$ cat config.mk
export PLATFORM = sky130hd
export DESIGN_NAME = oscm_top
export DESIGN_NICKNAME = d
export VERILOG_FILES = /design/src/inc/oscm_pkg.sv /design/src/rtl/oscm_sync.sv /design/src/rtl/oscm_irq.sv /design/src/rtl/oscm_top.sv
export VERILOG_INCLUDE_DIRS = /design/src /design/src/inc
export SDC_FILE = /design/constraint.sdc
export NUM_CORES = 1
export LEC_CHECK = 0
export BUFFER_PORTS_ARGS = -buffer_cell sky130_fd_sc_hd__buf_2
export CAP_MARGIN = 0
export CORE_MARGIN = 4
export CORE_UTILIZATION = 55
export CTS_CLUSTER_DIAMETER = 120
export DETAILED_ROUTE_END_ITERATION = 6
export GPL_TIMING_DRIVEN = 0
export HOLD_SLACK_MARGIN = 0.05
export PLACE_DENSITY = 0.8
export SYNTH_ARGS = -nofsm -noshare
export SYNTH_HDL_FRONTEND = slang
export SYNTH_SLANG_ARGS = --single-unit
$ cat constraint.sdc
create_clock -name pclk -period 4.81 [get_ports pclk]
set_input_delay 0 -clock pclk [delete_from_list [all_inputs] [get_ports pclk]]
set_output_delay 0 -clock pclk [all_outputs]
set_load 0.1 [all_outputs]
$ cat src/inc/oscm_map.svh
// register map, field positions and timing counts of the osd second colour and mesh block
// assumes an apb slave with 32-bit data and word index addressing
`ifndef OSCM_MAP_SVH
`define OSCM_MAP_SVH

// ----------------------------------------
// register indices, byte address is index times four
// ----------------------------------------
`define OSCM_IDX_MST    8'h04
`define OSCM_IDX_MEND   8'h05
`define OSCM_IDX_CTL    8'h07
`define OSCM_IDX_POS    8'h08
`define OSCM_IDX_MCTL   8'h09
`define OSCM_IDX_STAT   8'h0a
`define OSCM_IDX_MASK   8'h0b

// ----------------------------------------
// fields
// ----------------------------------------
`define OSCM_CTL_EN     7
`define OSCM_CTL_CLR    6:4
`define OSCM_CTL_ROW    3:0
`define OSCM_POS_OPT    6
`define OSCM_POS_VAL    5:0
`define OSCM_MCTL_EN    0
`define OSCM_MCTL_SWM   1
`define OSCM_MCTL_SWP   2
`define OSCM_MCTL_EOI   3
`define OSCM_ROW_LAST   4'h9
`define OSCM_RSV3       3'h7
`define OSCM_RSV1       1'h1

// ----------------------------------------
// timing
// ----------------------------------------
`define OSCM_POS_OFFSET 6'h03
`define OSCM_HALF_DOTS  4'h6
`define OSCM_HALF_MAX   6'h3f

`endif

$ cat src/inc/oscm_pkg.sv
// types shared by the osd second colour and mesh block
// assumes the map header is included alongside
package oscm_pkg;

   typedef enum logic [1:0] {
      SVC_IDLE = 2'b00,
      SVC_H    = 2'b01,
      SVC_V    = 2'b10
   } oscm_svc_t;

   typedef struct packed {
      logic hsync;
      logic vsync;
      logic dot;
   } oscm_vid_t;

   typedef struct packed {
      logic [2:0] fg_rgb;
      logic       fg_on;
      logic       bg_on;
      logic [3:0] row;
      logic       line_act;
   } oscm_pix_t;

   typedef struct packed {
      oscm_vid_t s1;
      oscm_vid_t s2;
   } oscm_sync_st_t;

   typedef struct packed {
      logic [1:0] status;
      logic       irq;
   } oscm_irq_st_t;

endpackage

$ cat src/rtl/oscm_sync.sv
// two-stage synchroniser for the video pins
// assumes pins are asynchronous to pclk
`timescale 1ns/1ps
module oscm_sync
   import oscm_pkg::*;
(
   // clock and reset
   input  wire logic      pclk,
   input  wire logic      presetn,
   // pins and synchronised copy
   input  wire oscm_vid_t pin_in,
   output oscm_vid_t      pin_sync
);

   oscm_sync_st_t st_r;
   oscm_sync_st_t st_nxt;

   always_comb begin
      st_nxt    = st_r;
      st_nxt.s1 = pin_in;
      st_nxt.s2 = st_r.s1;
   end

   always_ff @(posedge pclk or negedge presetn) begin
      if (!presetn) begin
         st_r <= '0;
      end else begin
         st_r <= st_nxt;
      end
   end

   assign pin_sync = st_r.s2;

endmodule

$ cat src/rtl/oscm_irq.sv
// sticky sync interrupt status, mask gating and pending hold
// assumes one-cycle event pulses and a one-cycle read-clear pulse
`timescale 1ns/1ps
module oscm_irq
   import oscm_pkg::*;
(
   // clock and reset
   input  wire logic       pclk,
   input  wire logic       presetn,
   // events and control
   input  wire logic [1:0] ev,
   input  wire logic       rd_clr,
   input  wire logic [1:0] mask,
   input  wire logic [1:0] busy,
   input  wire logic       hold_en,
   // state
   output logic [1:0]      status,
   output logic            irq
);

   oscm_irq_st_t st_r;
   oscm_irq_st_t st_nxt;
   logic [1:0]   accept;

   always_comb begin
      st_nxt = st_r;
      // other source in service drops the event unless held
      accept = ev & ~({busy[0], busy[1]} & {2{~hold_en}});
      st_nxt.status = (st_r.status & ~{2{rd_clr}}) | accept;
      st_nxt.irq    = |(st_nxt.status & mask);
   end

   always_ff @(posedge pclk or negedge presetn) begin
      if (!presetn) begin
         st_r <= '0;
      end else begin
         st_r <= st_nxt;
      end
   end

   assign status = st_r.status;
   assign irq    = st_r.irq;
endmodule

$ cat src/rtl/oscm_top.sv
// osd second colour bar and mesh window overlay with apb registers
// assumes sync and dot pins are asynchronous, pixel attributes come on pclk
//
// The implementer's own choice: register access over APB.
`timescale 1ns/1ps
`include "oscm_map.svh"
module oscm_top
   import oscm_pkg::*;
(
   // apb
   input  wire logic        pclk,
   input  wire logic        presetn,
   input  wire logic        psel,
   input  wire logic        penable,
   input  wire logic        pwrite,
   input  wire logic [11:0] paddr,
   input  wire logic [31:0] pwdata,
   output logic [31:0]      prdata,
   output logic             pready,
   output logic             pslverr,
   // video pins
   input  wire oscm_vid_t   vid_pin,
   // pixel attributes
   input  wire oscm_pix_t   pix,
   // overlay out
   output logic [2:0]       rgb_out,
   output logic             overlay_blank,
   // interrupt
   output logic             irq
);

   // ----------------------------------------
   // state
   // ----------------------------------------
   typedef struct packed {
      logic [7:0]  ctl;
      logic [6:0]  pos;
      logic [4:0]  mst;
      logic [4:0]  mend;
      logic [2:0]  mctl;
      logic [1:0]  mask;
      oscm_svc_t   svc;
      logic [31:0] rdata;
      logic        ready;
      logic        err;
      oscm_vid_t   vid_d;
      logic [5:0]  half;
      logic [3:0]  dotc;
      logic        dotpar;
      logic        linepar;
      logic        field;
      logic [2:0]  rgb;
      logic        blank;
   } oscm_top_st_t;

   oscm_top_st_t st_r;
   oscm_top_st_t st_nxt;

   oscm_vid_t    vid_s;
   logic [1:0]   status;
   logic         irq_w;
   logic [1:0]   ev;
   logic         rd_clr;
   logic [1:0]   busy;
   logic [7:0]   idx;
   logic         addr_ok;
   logic         setup;
   logic         wr_acc;
   logic         rd_acc;
   logic         hs_rise;
   logic         vs_rise;
   logic         dot_rise;
   logic         row_hit;
   logic         sc_hit;
   logic [5:0]   col_half;
   logic [4:0]   col;
   logic         in_mesh;
   logic         mesh_phase;
   logic         mesh_clear;
   logic [31:0]  rd_mux;

   // ----------------------------------------
   // submodules
   // ----------------------------------------
   oscm_sync u_sync (
      .pclk     (pclk),
      .presetn  (presetn),
      .pin_in   (vid_pin),
      .pin_sync (vid_s)
   );

   oscm_irq u_irq (
      .pclk    (pclk),
      .presetn (presetn),
      .ev      (ev),
      .rd_clr  (rd_clr),
      .mask    (st_nxt.mask),
      .busy    (busy),
      .hold_en (st_r.pos[`OSCM_POS_OPT]),
      .status  (status),
      .irq     (irq_w)
   );

   // ----------------------------------------
   // bus decode
   // ----------------------------------------
   assign idx     = paddr[9:2];
   assign addr_ok = (paddr[1:0] == 2'h0) && (paddr[11:10] == 2'h0) &&
                    (idx == `OSCM_IDX_MST  || idx == `OSCM_IDX_MEND ||
                     idx == `OSCM_IDX_CTL  || idx == `OSCM_IDX_POS  ||
                     idx == `OSCM_IDX_MCTL || idx == `OSCM_IDX_STAT ||
                     idx == `OSCM_IDX_MASK);
   assign setup   = psel && !penable;
   assign wr_acc  = psel && penable && st_r.ready && pwrite && addr_ok;
   assign rd_acc  = psel && penable && st_r.ready && !pwrite && addr_ok;
   assign rd_clr  = rd_acc && (idx == `OSCM_IDX_STAT);

   always_comb begin
      rd_mux = 32'h0;
      case (idx)
         `OSCM_IDX_MST: begin
            rd_mux[7:0] = {`OSCM_RSV3, st_r.mst};
         end
         `OSCM_IDX_MEND: begin
            rd_mux[7:0] = {`OSCM_RSV3, st_r.mend};
         end
         `OSCM_IDX_CTL: begin
            rd_mux[7:0] = st_r.ctl;
         end
         `OSCM_IDX_POS: begin
            rd_mux[7:0] = {`OSCM_RSV1, st_r.pos};
         end
         `OSCM_IDX_MCTL: begin
            rd_mux[2:0] = st_r.mctl;
         end
         `OSCM_IDX_STAT: begin
            rd_mux[1:0] = status;
         end
         `OSCM_IDX_MASK: begin
            rd_mux[1:0] = st_r.mask;
         end
         default: begin
            rd_mux = 32'h0;
         end
      endcase
      if (!addr_ok) begin
         rd_mux = 32'h0;
      end
   end

   // ----------------------------------------
   // video timing
   // ----------------------------------------
   assign hs_rise  = vid_s.hsync && !st_r.vid_d.hsync;
   assign vs_rise  = vid_s.vsync && !st_r.vid_d.vsync;
   assign dot_rise = vid_s.dot && !st_r.vid_d.dot;
   assign ev       = {vs_rise, hs_rise};
   assign busy     = {st_r.svc == SVC_V, st_r.svc == SVC_H};

   // half-column counted from the screen offset
   assign col_half = st_r.half - `OSCM_POS_OFFSET;
   assign col      = col_half[5:1];

   // ----------------------------------------
   // second colour
   // ----------------------------------------
   assign row_hit = (pix.row == st_r.ctl[`OSCM_CTL_ROW]) &&
                    (pix.row <= `OSCM_ROW_LAST);
   assign sc_hit  = st_r.ctl[`OSCM_CTL_EN] && row_hit &&
                    (st_r.half >= st_r.pos[`OSCM_POS_VAL]);

   // ----------------------------------------
   // mesh, phase from the field toggle unless the software phase is selected
   // ----------------------------------------
   assign in_mesh    = st_r.mctl[`OSCM_MCTL_EN] && pix.line_act &&
                       (st_r.half >= `OSCM_POS_OFFSET) &&
                       (col >= st_r.mst) &&
                       (col < st_r.mend);
   assign mesh_phase = st_r.mctl[`OSCM_MCTL_SWM] ? st_r.mctl[`OSCM_MCTL_SWP] :
                       st_r.field;
   assign mesh_clear = in_mesh && !pix.fg_on &&
                       !(st_r.dotpar ^ st_r.linepar ^ mesh_phase);

   // ----------------------------------------
   // next state
   // ----------------------------------------
   always_comb begin
      st_nxt = st_r;
      st_nxt.vid_d = vid_s;

      // apb answer, no wait states
      st_nxt.ready = setup;
      if (setup) begin
         st_nxt.err   = !addr_ok;
         st_nxt.rdata = pwrite ? 32'h0 : rd_mux;
      end
      if (psel && penable && st_r.ready) begin
         st_nxt.ready = 1'b0;
         st_nxt.err   = 1'b0;
         st_nxt.rdata = 32'h0;
      end

      if (wr_acc) begin
         case (idx)
            `OSCM_IDX_MST: begin
               st_nxt.mst = pwdata[4:0];
            end
            `OSCM_IDX_MEND: begin
               st_nxt.mend = pwdata[4:0];
            end
            `OSCM_IDX_CTL: begin
               st_nxt.ctl = pwdata[7:0];
            end
            `OSCM_IDX_POS: begin
               st_nxt.pos = pwdata[6:0];
            end
            `OSCM_IDX_MCTL: begin
               st_nxt.mctl = pwdata[2:0];
            end
            `OSCM_IDX_MASK: begin
               st_nxt.mask = pwdata[1:0];
            end
            default: begin
               st_nxt.mctl = st_r.mctl;
            end
         endcase
      end

      // service tracking for sync interrupts
      case (st_r.svc)
         SVC_IDLE: begin
            if (rd_clr && status[0]) begin
               st_nxt.svc = SVC_H;
            end else if (rd_clr && status[1]) begin
               st_nxt.svc = SVC_V;
            end
         end
         SVC_H, SVC_V: begin
            if (wr_acc && idx == `OSCM_IDX_MCTL && pwdata[`OSCM_MCTL_EOI]) begin
               st_nxt.svc = SVC_IDLE;
            end
         end
         default: begin
            st_nxt.svc = SVC_IDLE;
         end
      endcase

      // line and field parity
      if (hs_rise) begin
         st_nxt.linepar = !st_r.linepar;
      end
      if (vs_rise) begin
         st_nxt.linepar = 1'b0;
         st_nxt.field   = !st_r.field;
      end

      // half-column stepping
      if (!pix.line_act || hs_rise) begin
         st_nxt.half   = `OSCM_POS_OFFSET;
         st_nxt.dotc   = 4'h0;
         st_nxt.dotpar = 1'b0;
      end else if (dot_rise) begin
         st_nxt.dotpar = !st_r.dotpar;
         if (st_r.dotc == `OSCM_HALF_DOTS - 4'h1) begin
            st_nxt.dotc = 4'h0;
            if (st_r.half != `OSCM_HALF_MAX) begin
               st_nxt.half = st_r.half + 6'h1;
            end
         end else begin
            st_nxt.dotc = st_r.dotc + 4'h1;
         end
      end

      // pixel out
      st_nxt.rgb   = sc_hit ? st_r.ctl[`OSCM_CTL_CLR] : pix.fg_rgb;
      st_nxt.blank = (pix.fg_on || pix.bg_on) && !mesh_clear;
   end

   always_ff @(posedge pclk or negedge presetn) begin
      if (!presetn) begin
         st_r      <= '0;
         st_r.half <= `OSCM_POS_OFFSET;
      end else begin
         st_r <= st_nxt;
      end
   end

   // ----------------------------------------
   // outputs
   // ----------------------------------------
   assign prdata        = st_r.rdata;
   assign pready        = st_r.ready;
   assign pslverr       = st_r.err;
   assign rgb_out       = st_r.rgb;
   assign overlay_blank = st_r.blank;
   assign irq           = irq_w;
endmodule

# Word-level counts from Yosys, hierarchy flattened
# Cells that the tools add are included.
# op_classes
n_addsub	3
magnitude_cmp	5
eq_ne	14
mux	23
n_bitwise	10
n_reduce_logical	65
# ops
operator	count
32-bit 2-to-1 mux	2
34-bit 2-to-1 mux	1
8-bit by 4-bit equality test with 1-bit output (second input constant)	4
1-bit logical AND	27
8-bit by 3-bit equality test with 1-bit output (second input constant)	3
11-bit 2-to-1 mux	2
5-bit case mux with 4 select lines	1
2-bit case mux with 7 select lines	1
1-bit zero test	13
2-bit 2-to-1 mux	6
6-bit 2-to-1 mux	2
2-bit AND reduction	6
2-bit nonzero test	5
2-bit bitwise AND	4
1-bit logical OR	8
8-bit 2-to-1 mux	1
6-bit by 1-bit adder with 6-bit output (second input constant)	1
6-bit by 2-bit greater-or-equal comparator with 1-bit output (second input constant)	1
6-bit greater-or-equal comparator	1
2-bit zero test	3
6-bit != test (second input constant)	1
6-bit by 2-bit subtractor with 6-bit output (second input constant)	1
5-bit greater-or-equal comparator	1
5-bit < comparator	1
19 further kinds	24
# word_totals
reg_bits	95
out_inout_bits	39
word_cells	148

# Depth between registers and ports, before layout
# Gate-level depths: netlist of the first run.
# logic_depth
ltp_word	15
ltp_mapped	9

# By module
# From an unflattened synthesis of the first run, not the netlist that was laid out.
# unflattened
hier_cells	389
hier_area_um2	4047.6
# by_module_without_submodules
module	n_inst	cells_per_inst	area_per_inst_um2	seq_area_each_um2
oscm_top	1	368	3729.8	1554.0
oscm_irq	1	15	167.7	75.1
oscm_sync	1	6	150.1	150.1

# Worst setup path after synthesis of the first run
# OpenSTA, ideal clock, no wires.
# synth_timing
path_type	register -> register
startpoint	register st_r, in the netlist pready
endpoint	register st_r[55] in the netlist's numbering
setup_time_ps	69
arrival_ps	2195
required_time_ps	4741
setup_slack_ps	2546
stages_incl_launch_ff	6
path_buffers	0
synth_period_minus_slack_ps	2264
cell_sequence	dfrtp_1 > nand4_1 > nor4_4 > a21boi_2 > or3_1 > nand3_1
# synth_between
elab_chain_cells	7
# synth_lines
element	line_no	rtl
from (decl)	oscm_top.sv:56	oscm_top_st_t st_r;
from (signal assigned)	oscm_top.sv:284	st_r <= st_nxt;
1-bit logical AND *	oscm_top.sv:114, oscm_top.sv:115	
1-bit logical AND, on equally long branches (2 in a row)	oscm_top.sv:115, oscm_top.sv:114	
1-bit logical AND, on equally long branches	-	
1-bit logical AND, on equally long branches	oscm_top.sv:232, oscm_top.sv:234, oscm_top.sv:239	
2-bit 2-to-1 mux (tied with other cells)	oscm_top.sv:232	if (rd_clr && status[0]) begin
2-bit case mux with 2 select lines or 2-bit AND reduction (tied branches)	-	
# Every way passes the cells marked *; elsewhere a longest branch is shown, timed or not.
# A chain may end at the register's enable or synchronous reset.

==> results of run 1 <==
-- path summary, 6_finish.rpt --
kind | startpoint | endpoint | slack (ns) | cells past startpoint
max | st_r[13] | overlay_blank | 2.00 | 9
min | pwrite | st_r[54] | 0.12 | 4
max reg2reg | st_r[13] | overlay_blank | 2.00 | 9
min reg2reg | u_sync.st_nxt[0] | u_sync.pin_sync[0] | 0.35 | 0
max in group asynchronous | presetn | rgb_out[0] | 3.94 | 2
min in group asynchronous | presetn | u_sync.st_nxt[0] | 0.31 | 2
-- metrics by stage --
step	util	instances	setup WS, ns	instance area, um2
final	0.6788	596	2.004	4897
after global routing	0.6788	596	1.725	4897
after CTS	0.6788	596	2.010	4897
after detailed placement	0.6263	561	2.570	4518
after global placement	0.6259	561	2.562	4516
after floorplan	-	411	2.546	4136
-- synthesized netlist by cell type, types with 7 or more instances --
library cell,instances,area [um2]
mux2_2,36,405.4
inv_1,26,97.59
nand2b_1,10,62.56
buf_4,35,262.8
dfrtp_1,69,1727
nand2_1,21,78.83
xor2_1,7,61.31
clkbuf_1,7,26.28
nor2_1,21,78.83
nand3_1,11,55.05
a21oi_1,15,75.07
ha_1,21,262.8
nor3_1,10,50.05
o21ai_0,15,75.07
-- layout make-up --
| type | instances | area share |
|---|---|---|
| multi-input cells | 269 | 0.3983 |
| flip-flops and latches | 71 | 0.3633 |
| repair buffers | 70 | 0.09147 |
| plain buffers | 45 | 0.06311 |
| clock buffers | 11 | 0.02683 |
| well taps | 99 | 0.02529 |
| inverters | 26 | 0.01993 |
| clock inverters | 5 | 0.01175 |
-- where the power goes --
part           leakage, nW  internal [mW]  switching (mW)
sequential           0.935          0.613         0.00968
clock               0.0977          0.241           0.228
combinational         1.38         0.0762           0.180
total                 2.42          0.930           0.417
-- cell families after synthesis --
group | count (synthesis) | share of synthesized area
other cells | 1 | 0.0009259
buf+inv | 71 | 0.1004
flops | 71 | 0.4393
xor+xnor | 13 | 0.02811
fa+ha+maj | 21 | 0.06487
simple gates | 104 | 0.1415
compound gates | 66 | 0.1094
mux | 41 | 0.1155
-- cells in the final DEF (no fill, tap or decap), drive strengths merged, types with 6 or more instances in the layout --
cell type and instances:
o21ai 15, mux2 36, nand2 21, clkbuf 18, nor2b 6, nor2 22
inv 27, dfrtp 69, nor3 11, nand3 11, nand2b 10, conb 24
xnor2 6, ha 21, dlygate4sd3 19, xor2 7, a21oi 15, buf 89
-- worst register-to-register path: stages (launching register included) --
cell	delay, ns
dfrtp_1	0.40
clkbuf_1	0.21
a21oi_1	0.25
nor3b_1	0.26
xor2_1	0.13
ha_1	0.20
a2111oi_0	0.32
o211ai_1	0.19
a21o_1	0.20
dlygate4sd3_1	0.54
-- layer usage --
| metal | global-route usage | share of wire | wire length (um) |
|---|---|---|---|
| met1 | 0.2859 | 0.43 | 3806 |
| met2 | 0.3383 | 0.48 | 4180 |
| met3 | 0.05369 | 0.068 | 597 |
| met4 | 0.08664 | 0.024 | 210 |
| met5 | 0 | 0 | 0 |
-- what timing repair did --
action / CTS / global route
resized for setup: 0 / 0
hold endpoints to repair: 107 / 0
setup endpoints to repair: 0 / 0
hold buffers: 19 / 0
-- state kept, by name, summed over array words and instances (netlist names) --
signal and cells:
st_r 48, prdata 8, rgb_out 3, u_sync.pin_sync 3, u_sync.st_nxt 3, u_irq.status 2
overlay_blank 1, pready 1, pslverr 1, u_irq.irq 1
==> results.json, run 1 <==
{
  "root_buffer": "clkbuf_8",
  "port_buffers": 51,
  "crit_path_max_fanout": 9,
  "synth_cell_types": 58,
  "regArea_mm2": 0.001779,
  "ir_drop_mv": 0.1901,
  "area.growth.synth_to_final_pct": 20.91,
  "wire_per_inst_um": 14.76,
  "totalNegativeSetupSlack_ns": 0,
  "fp.dieArea_mm2": 0.008801,
  "drt-total-wl_mm": 8.795,
  "drc": 0,
  "core-area_mm2": 0.007214,
  "grtUsageTotal": 0.2154,
  "power_density_mw_per_mm2": 275.0,
  "grt_pass1_wl_mm": 14.66,
  "outcome": "complete, no violations",
  "grt_pass1_vias": 3074,
  "grt_overflow": 0,
  "clock_latency_ns": 0.35,
  "cts_tree": "done",
  "cts_setup_buffers": 0,
  "ys_async_sr_fraction": 1.000,
  "grt_antenna_before_repair": 0,
  "die_w_um": 93.82,
  "start_util": 0.5614,
  "firstDrtPassIters": 4,
  "cpPeakStageDelay_ns": 0.54,
  "setup_viol": 0,
  "drive_above_1_share": 0.2978,
  "clk_pin_slew_worst_paths_ns": 0.08,
  "worst_clock_skew_ns": 0.008682,
  "start_kind": "flip-flop",
  "cp_top_family": "compound AO/OA/AOI/OAI gates",
  "vias": 3185,
  "end_kind": "flip-flop",
  "rsz0062_at_grt": "false",
  "min_period_ns": 2.806,
  "timing.fmax_mhz": 356.4,
  "grt_max_degree": 72,
  "viasPerCell": 5.344,
  "power_mw": 1.347,
  "fin_crit_sh": 0.5834,
  "tightest_slew_ns": 0.9271,
  "synthCells": 388,
  "synth_seq_area_share": 0.4393,
  "holdWs_ns": 0.1151,
  "cts_buffers": 9,
  "cp_data_arrival_time_ns": 3.05,
  "num_io_pins": 101,
  "cts_sinks": 71,
  "fillers": 570,
  "syn_area_per_cell_um2": 10.44,
  "crit_chain": "clkbuf_1 > a21oi_1 > nor3b_1 > xor2_1 > ha_1 > a2111oi_0 > o211ai_1 > a21o_1 > dlygate4sd3_1",
  "final_nets": 575,
  "rows": 31,
  "synth_enable_flop_cells": 0,
  "synth_area_mm2": 0.004050,
  "cp.required_ns": 5.05,
  "antenna_violating_nets_post_route": 0,
  "path_class": "reg2reg",
  "hold_viol_final": 0,
  "clockBufferDepth": 2,
  "yosys_warnings": 0,
  "maxSlewHeadroom": 0.3754,
  "synth-seq-cells": 71,
  "synth-main-ff-cell": "dfrtp_1",
  "die_h_um": 93.82,
  "hp-class": "in2reg",
  "max_cap_viol_count": 0,
  "gp_congestion": 0.8759,
  "hpwl_mm": 6.563,
  "leakagePower_nw": 2.416,
  "slew_violations": 0,
  "critical_path_buf_inv_count": 2,
  "diodes": 0,
  "multi_input_area_mm2": 0.001951,
  "drt_iter0_markers": 190,
  "htreeDepth": 3,
  "critPathSlowestCell": "dlygate4sd3_1"
}
No activity file was read; power rests on OpenSTA's default activity.
==> run 2, diff against run 1 <==
CORE_UTILIZATION = 49   (was 55)
PLACE_DENSITY = 0.75   (was 0.8)
clock period = 2.5 ns   (was 4.81 ns; I/O delays follow)
==> run 2 against run 1 <==
First-iteration DRC count decreased by 16%. Maximum frequency increased by 19%. Worst setup slack got worse by 1.9 ns. Total power increased by 110%. Clock skew decreased by 0.0031 ns.
==> results.json, run 2 (synthesis gave the netlist of run 1 again) <==
{
  "maxSlewHeadroom": 0.3520,
  "reg2regPathDepth": 8,
  "timing.rr.start": "st_r[13]",
  "cp_data_arrival_time_ns": 2.61,
  "holdWs_ns": 0.09955,
  "core-area_mm2": 0.007888,
  "leakagePower_nw": 2.436,
  "critPathLaunch": "st_r[13]",
  "die_w_um": 98.92,
  "totalNegativeSetupSlack_ns": 0,
  "rows": 32,
  "final_util": 0.6261,
  "start_kind": "flip-flop",
  "hold_viol_final": 0,
  "grt_pass1_vias": 3042,
  "fin_crit_sh": 0.9406,
  "htreeDepth": 3,
  "rrSetupSlack_ns": 0.15,
  "cts_buffers": 9,
  "mostFrequentLayoutCells": "dfrtp_1, buf_2, mux2_2, buf_4, inv_1",
  "vias": 3151,
  "rsz0062_at_grt": "false",
  "antenna_violating_nets_post_route": 0,
  "area.growth.synth_to_final_pct": 21.93,
  "tightest_slew_ns": 0.9618,
  "cts_tree": "done",
  "ir_drop_mv": 0.3740,
  "grtUsageTotal": 0.1867,
  "diodes": 0,
  "min_period_ns": 2.352,
  "hp-class": "in2reg",
  "power_density_mw_per_mm2": 559.2,
  "end_kind": "flip-flop",
  "max_cap_viol_count": 0,
  "grt_overflow": 0,
  "firstDrtPassIters": 4,
  "clk_pin_slew_worst_paths_ns": 0.08,
  "cts_resized": 0,
  "crit_end": "overlay_blank",
  "cp.required_ns": 2.76,
  "worst_r2r_endpoint": "overlay_blank",
  "grt_max_degree": 72,
  "outcome": "complete, no violations",
  "timing.fmax_mhz": 425.3,
  "final_nets": 575,
  "drt-total-wl_mm": 9.031,
  "hpwl_mm": 6.687,
  "final_common_cell": "dfrtp_1",
  "fillers": 661,
  "drt_iter0_markers": 160,
  "drive_above_1_share": 0.3018,
  "gp_congestion": 0.8257,
  "grt_antenna_before_repair": 0,
  "clockBufferDepth": 2,
  "cts_setup_buffers": 0,
  "preCtsSetupSlack_ns": 0.1780,
  "root_buffer": "clkbuf_8",
  "grt_pass1_wl_mm": 14.46,
  "wire_per_inst_um": 15.08,
  "port_buffers": 51,
  "clock_latency_ns": 0.36,
  "start_util": 0.5135,
  "placed_area_mm2": 0.004522,
  "worst_clock_skew_ns": 0.005627,
  "final_cell_area_mm2": 0.004938,
  "cts_sinks": 71,
  "slew_violations": 0,
  "crit_path_max_fanout": 9,
  "top_register": "st_r",
  "num_io_pins": 101,
  "fp.dieArea_mm2": 0.009784,
  "drc": 0,
  "viasPerCell": 5.260,
  "setup_ws_ns": 0.1484,
  "largest_reg_flops": 48,
  "path_class": "reg2reg",
  "die_h_um": 98.92,
  "setup_viol": 0
}
[run 2: cell types whose count changed in the layout (fill, tap and decap cells not counted)]
cell and change:
inv_8 +1, bufinv_16 +1, clkbuf_1 -2, inv_6 +1, clkinv_2 -1
[run 2: area by class of cell]
type,count,area (um2),area share
flip-flops and latches,71,1779,0.3603
clock inverters,7,102.6,0.02078
well taps,102,127.6,0.02584
inverters,26,97.59,0.01976
plain buffers,45,309.0,0.06258
multi-input cells,269,1951,0.3950
clock buffers,9,123.9,0.02508
repair buffers,70,447.9,0.09070
[run 2: worst min path at each step]
stage | slack [ns] | end | from | depth (start not counted)
6_report | 0.1 | st_r[54] | pwrite | 4
2_1_floorplan | -0.30 | overlay_blank | presetn | 0
4_1_cts | 0.09 | prdata[6] | pwrite | 4
3_5_place_dp | 0.11 | u_sync.st_nxt[0] | vid_pin[0] | 1
3_3_place_gp | 0.11 | u_sync.st_nxt[0] | vid_pin[0] | 1
5_1_grt | 0.13 | pslverr | paddr[11] | 5
[run 2: what timing repair did]
item / in CTS / in global routing
endpoints found under the hold margin: 107 / 0
setup endpoints to repair: 0 / 0
hold buffers: 19 / 0
[run 2: per-layer routing]
layer | share of wire | GRT usage | up-vias
met5 | 0 | 0 | -
met4 | 0.0084 | 0.04412 | 0
met3 | 0.075 | 0.05803 | 14
met2 | 0.48 | 0.2944 | 109
met1 | 0.44 | 0.2525 | 1507
li1 | - | - | 1521
[run 2: worst max-delay path, stage by stage (launching register included)]
cell and delay (ns):
dfrtp_1 0.40, clkbuf_1 0.21, a21oi_1 0.24, nor3b_1 0.27, xor2_1 0.13, ha_1 0.21
a2111oi_0 0.37, o211ai_1 0.21, a21o_1 0.22
[run 2: per-stage QoR]
step / instances / total power, mW
after floorplan: 411 / 1.583
final: 599 / 2.761
after global routing: 599 / 2.877
after CTS: 599 / 2.779
after detailed placement: 564 / 1.694
after global placement: 564 / 1.681
[run 2: where the power goes]
part	leakage, nW	switching, mW	internal (mW)	total (mW)
Sequential	0.935	0.0205	1.18	1.20
Clock	0.116	0.490	0.576	1.07
Combinational	1.38	0.350	0.147	0.497
Total	2.44	0.860	1.90	2.76
